===== config.mk =====
export PLATFORM = sky130hd
export DESIGN_NAME = oie_top
export DESIGN_NICKNAME = d
export VERILOG_FILES = /design/src/verilog/oie_pkg.sv /design/src/verilog/oie_top.sv /design/src/verilog/oie_sync.sv
export VERILOG_INCLUDE_DIRS = /design/src /design/src/verilog
export SDC_FILE = /design/constraint.sdc
export NUM_CORES = 1
export LEC_CHECK = 0
export BUFFER_PORTS_ARGS = -buffer_cell sky130_fd_sc_hd__buf_2
export CAP_MARGIN = 30
export CORE_MARGIN = 8
export CORE_UTILIZATION = 35
export CTS_BUF_LIST = sky130_fd_sc_hd__clkbuf_4
export DETAILED_ROUTE_END_ITERATION = 8
export SLEW_MARGIN = 15
export SYNTH_ARGS = -nofsm -noshare
export SYNTH_HDL_FRONTEND = slang
export SYNTH_SLANG_ARGS = --single-unit

===== constraint.sdc =====
create_clock -name clk_sys -period 5.1 [get_ports clk_sys]
set_input_delay 1.02 -clock clk_sys [delete_from_list [all_inputs] [get_ports clk_sys]]
set_output_delay 1.02 -clock clk_sys [all_outputs]
set_load 0.01 [all_outputs]

===== src/verilog/oie_defs.svh =====
// register map, field positions and reset values of the oscillator interrupt block
`ifndef OIE_DEFS_SVH
`define OIE_DEFS_SVH
`define OIE_ADDR_W 8
`define OIE_OFF_ENCLR 8'h00
`define OIE_OFF_ENSET 8'h04
`define OIE_OFF_FLAGS 8'h08
`define OIE_OFF_STATUS 8'h0C
`define OIE_BIT_XTAL_RDY 0
`define OIE_BIT_XTAL_FAIL 1
`define OIE_BIT_FAST_RDY 4
`define OIE_BIT_PLL_LOCK 8
`define OIE_ENABLE_RST 32'h00000000
`define OIE_FLAGS_RST 32'h00000000
`define OIE_SRC_MASK 32'h00000113
`endif


===== src/verilog/oie_pkg.sv =====
// types shared by the oscillator interrupt block
package oie_pkg;
    // source index, one entry per oscillator event
    typedef enum logic [1:0] {
        OIE_SRC_XTAL_RDY = 2'h0,
        OIE_SRC_XTAL_FAIL = 2'h1,
        OIE_SRC_FAST_RDY = 2'h2,
        OIE_SRC_PLL_LOCK = 2'h3
    } oie_src_t;
endpackage


===== src/verilog/oie_top.sv =====
// interrupt enables, flags and status of the oscillator controller
// Overview of operation
// - write one bit 8 clears pll lock enable
// - write one bit 4 clears fast osc enable
// - write one bit 1 clears xtal failure enable
// - write one bit 0 clears xtal ready enable
// - request when enable and flag both set
// - set register at 0x04, shared enables, zero reset
// - one status register gathers all oscillator states
`timescale 1ns/1ns
`default_nettype none
`include "oie_defs.svh"
module oie_top (
    input wire logic clk_sys,
    input wire logic rst_b,
    input wire logic [`OIE_ADDR_W-1:0] reg_addr,
    input wire logic [31:0] reg_wdata,
    input wire logic reg_wr,
    input wire logic reg_rd,
    output logic [31:0] reg_rdata,
    input wire logic xtal_ready,
    input wire logic xtal_failure,
    input wire logic fast_osc_ready,
    input wire logic pll_locked,
    output logic irq
);
    // reset release chain, async assert, sync release
    logic rst_meta;
    logic rst_n;

    always_ff @(posedge clk_sys or negedge rst_b) begin
        if (!rst_b) begin
            rst_meta <= 1'b0;
            rst_n <= 1'b0;
        end else begin
            rst_meta <= 1'b1;
            rst_n <= rst_meta;
        end
    end

    // oscillator status levels come from other clock domains
    logic [3:0] raw_status;
    logic [3:0] status_sync;
    assign raw_status = {pll_locked, fast_osc_ready, xtal_failure, xtal_ready};

    oie_sync #(
        .WIDTH(4)
    ) u_sync (
        .clk_sys(clk_sys),
        .rst_n(rst_n),
        .async_in(raw_status),
        .sync_out(status_sync)
    );

    // status word laid out at the same bit positions as the enables
    logic [31:0] status_word;
    always_comb begin
        status_word = 32'h00000000;
        status_word[`OIE_BIT_XTAL_RDY] = status_sync[oie_pkg::OIE_SRC_XTAL_RDY];
        status_word[`OIE_BIT_XTAL_FAIL] = status_sync[oie_pkg::OIE_SRC_XTAL_FAIL];
        status_word[`OIE_BIT_FAST_RDY] = status_sync[oie_pkg::OIE_SRC_FAST_RDY];
        status_word[`OIE_BIT_PLL_LOCK] = status_sync[oie_pkg::OIE_SRC_PLL_LOCK];
    end

    // previous status for rising edge detection
    logic [31:0] status_prev;
    always_ff @(posedge clk_sys or negedge rst_n) begin
        if (!rst_n) begin
            status_prev <= `OIE_FLAGS_RST;
        end else begin
            status_prev <= status_word;
        end
    end

    // any status change (rising) is an event; failure also rising only
    logic [31:0] event_set;
    assign event_set = status_word & ~status_prev & `OIE_SRC_MASK;

    // decoded bus strobes
    logic wr_enclr;
    logic wr_enset;
    logic wr_flags;
    assign wr_enclr = reg_wr && (reg_addr == `OIE_OFF_ENCLR);
    assign wr_enset = reg_wr && (reg_addr == `OIE_OFF_ENSET);
    assign wr_flags = reg_wr && (reg_addr == `OIE_OFF_FLAGS);

    // one shared enable state behind both set and clear views
    logic [31:0] irq_enable;
    logic [31:0] next_irq_enable;
    always_comb begin
        next_irq_enable = irq_enable;
        if (wr_enset) begin
            next_irq_enable = irq_enable | (reg_wdata & `OIE_SRC_MASK);
        end
        if (wr_enclr) begin
            // zeros leave bits alone, ones clear them
            next_irq_enable[`OIE_BIT_PLL_LOCK] = irq_enable[`OIE_BIT_PLL_LOCK]
                & ~reg_wdata[`OIE_BIT_PLL_LOCK];
            next_irq_enable[`OIE_BIT_FAST_RDY] = irq_enable[`OIE_BIT_FAST_RDY]
                & ~reg_wdata[`OIE_BIT_FAST_RDY];
            next_irq_enable[`OIE_BIT_XTAL_FAIL] = irq_enable[`OIE_BIT_XTAL_FAIL]
                & ~reg_wdata[`OIE_BIT_XTAL_FAIL];
            next_irq_enable[`OIE_BIT_XTAL_RDY] = irq_enable[`OIE_BIT_XTAL_RDY]
                & ~reg_wdata[`OIE_BIT_XTAL_RDY];
        end
    end

    // enable register, zero after reset
    always_ff @(posedge clk_sys or negedge rst_n) begin
        if (!rst_n) begin
            irq_enable <= `OIE_ENABLE_RST;
        end else begin
            irq_enable <= next_irq_enable;
        end
    end

    // sticky flags, write one clears, a new event wins over the clear
    logic [31:0] irq_flags;
    always_ff @(posedge clk_sys or negedge rst_n) begin
        if (!rst_n) begin
            irq_flags <= `OIE_FLAGS_RST;
        end else if (wr_flags) begin
            irq_flags <= (irq_flags & ~reg_wdata) | event_set;
        end else begin
            irq_flags <= irq_flags | event_set;
        end
    end

    // registered level request from the next-cycle flags and enables
    always_ff @(posedge clk_sys or negedge rst_n) begin
        if (!rst_n) begin
            irq <= 1'b0;
        end else begin
            irq <= |(next_irq_enable & irq_flags & ~(wr_flags ? reg_wdata : 32'h00000000)
                | next_irq_enable & event_set);
        end
    end

    // read data one cycle after the strobe, zero otherwise
    always_ff @(posedge clk_sys or negedge rst_n) begin
        if (!rst_n) begin
            reg_rdata <= 32'h00000000;
        end else if (reg_rd) begin
            unique case (reg_addr)
                `OIE_OFF_ENCLR: reg_rdata <= irq_enable;
                `OIE_OFF_ENSET: reg_rdata <= irq_enable;
                `OIE_OFF_FLAGS: reg_rdata <= irq_flags;
                `OIE_OFF_STATUS: reg_rdata <= status_word;
                default: reg_rdata <= 32'h00000000;
            endcase
        end else begin
            reg_rdata <= 32'h00000000;
        end
    end
endmodule
`default_nettype wire


===== src/verilog/oie_sync.sv =====
// two flip-flop synchroniser for a vector of asynchronous levels
`timescale 1ns/1ns
`default_nettype none
module oie_sync #(
    parameter int WIDTH = 4
) (
    input wire logic clk_sys,
    input wire logic rst_n,
    input wire logic [WIDTH-1:0] async_in,
    output logic [WIDTH-1:0] sync_out
);
    // first stage is read only by the second stage
    logic [WIDTH-1:0] meta;

    // plain double register, reset to low
    always_ff @(posedge clk_sys or negedge rst_n) begin
        if (!rst_n) begin
            meta <= '0;
            sync_out <= '0;
        end else begin
            meta <= async_in;
            sync_out <= meta;
        end
    end
endmodule
`default_nettype wire


Word level (Yosys, flattened, before mapping)

Index checks and enable logic that the tools add are counted.

Muxes and demuxes: 8
Equality and inequality tests: 3
Bitwise gates (word level): 20
Reduce and logical (&&, ||, !) cells: 6

Operator list:

| operator                                                        | count |
|---|---|
| 32-bit two-way mux                                              | 4 |
| 32-bit bitwise AND                                              | 3 |
| 32-bit by 9-bit bitwise OR with 32-bit output                   | 3 |
| 32-bit one-hot mux with 3 select lines                          | 1 |
| 32-bit NOT                                                      | 2 |
| 32-bit by 9-bit bitwise AND with 32-bit output                  | 1 |
| 32-bit bitwise OR                                               | 1 |
| 32-bit OR reduction                                             | 1 |
| 8-bit by 4-bit == test with 1-bit output, second input constant | 2 |
| 9-bit bitwise AND                                               | 1 |
| 9-bit NOT                                                       | 1 |
| 8-bit by 3-bit == test with 1-bit output, second input constant | 1 |
| 8-bit logical NOT                                               | 1 |
| 1-bit bitwise AND                                               | 4 |
| 1-bit NOT                                                       | 4 |
| 1-bit logical AND                                               | 3 |
| 1-bit two-way mux                                               | 2 |
| 2-bit two-way mux                                               | 1 |
| 2-bit OR reduction                                              | 1 |

Output and inout port bits: 33
Bits in registers: 111
Word-level logic and storage cells: 46
Input port bits: 48

Longest topological paths before layout

Depth in word-level cells: 8
Gate-level depth with buffers: 6
Gate-level depth less buffers: 4

By module

A second synthesis with hierarchy kept.

Cells, all modules: 208
Area, all modules: 2926.6 um^2

Modules (own cells, without submodules):

| module   | cells an instance | area an instance (um^2) | sequential area each (um^2) | instances |
|---|---|---|---|---|
| oie_top  | 200               | 2726.4                  | 1876.8                      | 1 |
| oie_sync | 8                 | 200.2                   | 200.2                       | 1 |

Least setup slack after synthesis

OpenSTA, ideal clock, no wires.

Path type: input port to flip-flop
Start point: in reg_addr[5]
End point: reg reg_rdata[0]
Path buffers: 1
Arrival time: 2267 ps
Cell stages on the path: 4
Data required time: 5013 ps
Setup slack: 2746 ps
Setup time: 87 ps
Cells stage by stage: or4_4 > buf_6 > or4_4 > a211oi_2

Longest elaborated chain between the ends: 4
Elaborated cells on any way between the ends: 7
Classes of those cells: eq/ne: 3; mux: 2; reduce/logical: 2

RTL lines:

| what                                                                          | RTL line       | text |
|---|---|---|
| start: declaration                                                            | oie_top.sv:16  | `` input wire logic [`OIE_ADDR_W-1:0] reg_addr, `` |
| 8-bit by 3-bit == test with 1-bit output or 8-bit logical NOT (tied branches) | oie_top.sv:144 | `unique case (reg_addr)` |
| 2-bit OR reduction (no line)                                                  | n/a            |  |
| 32-bit one-hot mux with 3 select lines (*)                                    | oie_top.sv:144 |  |
| 32-bit two-way mux (*)                                                        | oie_top.sv:143 | `end else if (reg_rd) begin` |
| end signal: assignment                                                        | oie_top.sv:145 | `` `OIE_OFF_ENCLR: reg_rdata <= irq_enable; `` |
| end signal: assignment                                                        | oie_top.sv:146 | `` `OIE_OFF_ENSET: reg_rdata <= irq_enable; `` |
| end signal: assignment                                                        | oie_top.sv:147 | `` `OIE_OFF_FLAGS: reg_rdata <= irq_flags; `` |
| end: declaration                                                              | oie_top.sv:20  | `output logic [31:0] reg_rdata,` |

Every way passes the cells marked *; elsewhere a longest branch is shown, timed or not.

Worst setup path after layout

Start point: in reg_addr[5]
End point: reg irq_flags[11]

Longest elaborated chain between the ends: 3

RTL lines:

| what                                     | RTL line       | text |
|---|---|---|
| 8-bit by 4-bit == test with 1-bit output | n/a            |  |
| 1-bit logical AND                        | oie_top.sv:85  | `` assign wr_flags = reg_wr && (reg_addr == `OIE_OFF_FLAGS); `` |
| 32-bit two-way mux                       | oie_top.sv:122 | `end else if (wr_flags) begin` |
| end signal: assignment                   | oie_top.sv:121 | `` irq_flags <= `OIE_FLAGS_RST; `` |
| end signal: assignment                   | oie_top.sv:123 | `irq_flags <= (irq_flags & ~reg_wdata) \| event_set;` |
| end signal: assignment                   | oie_top.sv:125 | `irq_flags <= irq_flags \| event_set;` |
| end: declaration                         | oie_top.sv:118 | `logic [31:0] irq_flags;` |

No other way between the ends.

==> metrics.cfg <==
[routing]
routedWlPerCell_um = 15.5
drcViolationCount = 0
drt-total-wl_um = 6210
vias = 1877
drtIter0Drc = 42
drtPass1Iterations = 4
ant_nets = 0
routed_via_density = 4.69

[finish]
syn_to_final_growth_pct = 22.2
nNetsFinal = 339
mostFrequentLayoutCells = dfrtp_1, buf_2, and2_1, a21boi_1, clkbuf_4
layout_commonest_cell = dfrtp_1
drive_above_1_share = 0.363
diodes = 0
layoutNonFillerInstCount = 400

[clock_network]
cts_resized = 0
clkSinkCount = 83
cts_root_buf = clkbuf_4
clockBufferDepth = 2
cts_tree = built
clkTransAtPathRegs_ns = 0.12
clock_latency_ns = 0.40
holdBufCountCts = 0
cts-buffers-inserted = 9
post_cts_buffers = 0
htree_levels = 3

[placement]
gp_congestion = 0.776
dp.cells = 384
dp_hpwl_um = 4460
portBuffers = 80

[logic_synthesis]
avgSynthCellArea_um2 = 14.1
syn_area_um2 = 2930
yosys_warnings = 0
seq_area_frac_synth = 0.708
synth_compound_gate_area_share = 0.119
synth-simple-area-share = 0.122
ys_seq_elements = 83
synth_top_family_by_area = simple AND/OR/NAND/NOR gates
ys_types = 28
syn_nets = 256
synth_xor_area_frac = 0
muxShareOfSynthArea = 0.0171
synth-adder-area-share = 0
synthCells = 208

[critical_path]
critPathKind = input port to register
slowest_delay_ns = 0.75
start_kind = input port
crit_arrival_ns = 2.83
path_cells = buf_2, nor4_1, and3_1, buf_8, a21boi_1
crit_required_ns = 5.40
crit_fanout = 17
worst_path_max_delay_cell = nor4_1
end_kind = register

[global_route]
antenna_found_initial = 0
grt_pass1_wl_um = 10400
grt_start_max_net_pins = 45
grt-ovfl-total = 0
grt_usage = 0.115
grt_pass1_vias = 2141

[floorplanning]
die_h_um = 108
die_w_um = 108
ios = 81
core_um2 = 8180
die_area_um2 = 11600
rows = 33
start_util = 0.359

[power_and_ir_drop]
ir_worst_vdd_v = 0.000114
swShare = 0.224
p_int_uw = 833
p_leak_uw = 0.00191
p_per_area_nw_per_um2 = 300
power_switching_uw = 241
power_frac_comb = 0.046
p_seq_frac = 0.629
clkPwrFrac = 0.325

[timing]
hold-worst-slack_ns = 0.323
slew_headroom = 0.423
tightest_slew_ns = 0.857
fin_skew_ns = 0.00735
slew_violations = 0
final.setup.tns_ns = 0
fmax_mhz = 395
hold_viol = 0
min_period_over_period = 0.496
period_needed_ns = 2.53
rsz0062_at_grt = false
final-setup-viol-count = 0

[min_path]
hold_class = register to async pin

[run]
maxCapViolCount = 0

[outcome]
outcome = complete, no violations

-- per-layer routing --
metal / part of all wire / up-vias / global-route usage
li1: - / 875 / -
met5: 0 / - / 0
met2: 0.45 / 66 / 0.175
met3: 0.094 / 10 / 0.0551
met4: 0.011 / 0 / 0.0446
met1: 0.44 / 926 / 0.137
-- cells by family (layout without fill, tap and decap cells) --
| logic type | count (synthesis) | in the layout |
|---|---|---|
| other | 1 | 1 |
| and+or+nand+nor | 57 | 57 |
| buffers and inverters | 19 | 106 |
| DFF | 83 | 83 |
| muxes | 5 | 5 |
| AOI/OAI and AO/OA | 43 | 43 |
-- power groups by stage --
| stage | clock (uW) | combinational, uW | sequential (uW) |
|---|---|---|---|
| 2_1_floorplan | 0 | 16.5 | 692 |
| 3_3_place_gp | 0 | 39.9 | 695 |
| 3_5_place_dp | 0 | 49.7 | 690 |
| 4_1_cts | 369 | 50.1 | 677 |
| 5_1_grt | 398 | 55.2 | 679 |
| 6_report | 349 | 48.9 | 676 |
-- path summary, 6_finish.rpt --
check                               start                  to  slack, ns  depth (start not counted)
hold reg to reg                     rst_n        reg_rdata[0]       0.32                          0
hold / removal                      rst_n        reg_rdata[0]       0.32                          0
min in group clk_sys       u_sync.meta[1]  u_sync.sync_out[1]       0.37                          0
setup reg to reg             irq_flags[8]                 irq       4.07                          4
setup / recovery              reg_addr[5]       irq_flags[11]       2.57                          5
max in group asynchronous           rst_n       irq_flags[20]       4.21                          1
-- sequential cells by signal (all words and copies together), names as in the netlist --
signal,flops
irq,1
irq_enable,4
irq_flags,32
reg_rdata,32
rst_meta,1
rst_n,1
status_prev,4
u_sync.meta,4
u_sync.sync_out,4
-- cells in the mapped netlist --
cell type,number,area [um2]
nand4_1,1,6.26
and2_1,28,175
buf_6,1,11.3
a21boi_1,28,210
a2bb2oi_1,1,8.76
nor2_1,4,15.0
or2_1,6,37.5
a211oi_2,4,50.1
conb_1,1,3.75
dfrtp_1,83,2080
buf_2,6,30.0
o22ai_1,3,18.8
inv_1,8,30.0
mux2i_1,5,50.1
nand2_1,4,15.0
nor3_2,1,10.0
nor4b_2,1,15.0
nor2b_1,3,18.8
a41oi_1,3,26.3
and3_1,2,12.5
o31a_1,3,26.3
buf_1,1,3.75
nor4_1,4,25.0
or3_1,1,6.26
o2111ai_1,1,8.76
clkbuf_1,1,3.75
or4_4,2,22.5
buf_4,2,15.0
-- layout make-up --
cell class | instances | area (um2)
tap | 105 | 131
fill | 805 | 4590
clock buffer | 9 | 67.6
sequential | 83 | 2080
timing repair buffer | 83 | 454
clock inverter | 6 | 57.6
multi-input combinational | 106 | 762
inverter | 8 | 30.0
-- metrics by stage --
stage / setup WS [ns] / cell area, um2 / power [uW] / util
2_1_floorplan: 2.62 / 2930 / 708 / -
3_3_place_gp: 1.87 / 3400 / 735 / 0.416
3_5_place_dp: 1.97 / 3450 / 739 / 0.422
4_1_cts: 2.40 / 3570 / 1100 / 0.437
5_1_grt: 2.37 / 3580 / 1130 / 0.438
6_report: 2.57 / 3580 / 1070 / 0.438
-- worst max-delay path, delay by kind of cell --
kind / cells / cell delay (ns)
simple gates: 2 / 1.38
buf+inv: 2 / 0.34
compound gates: 1 / 0.08
Power figures use the tool's default switching activity.
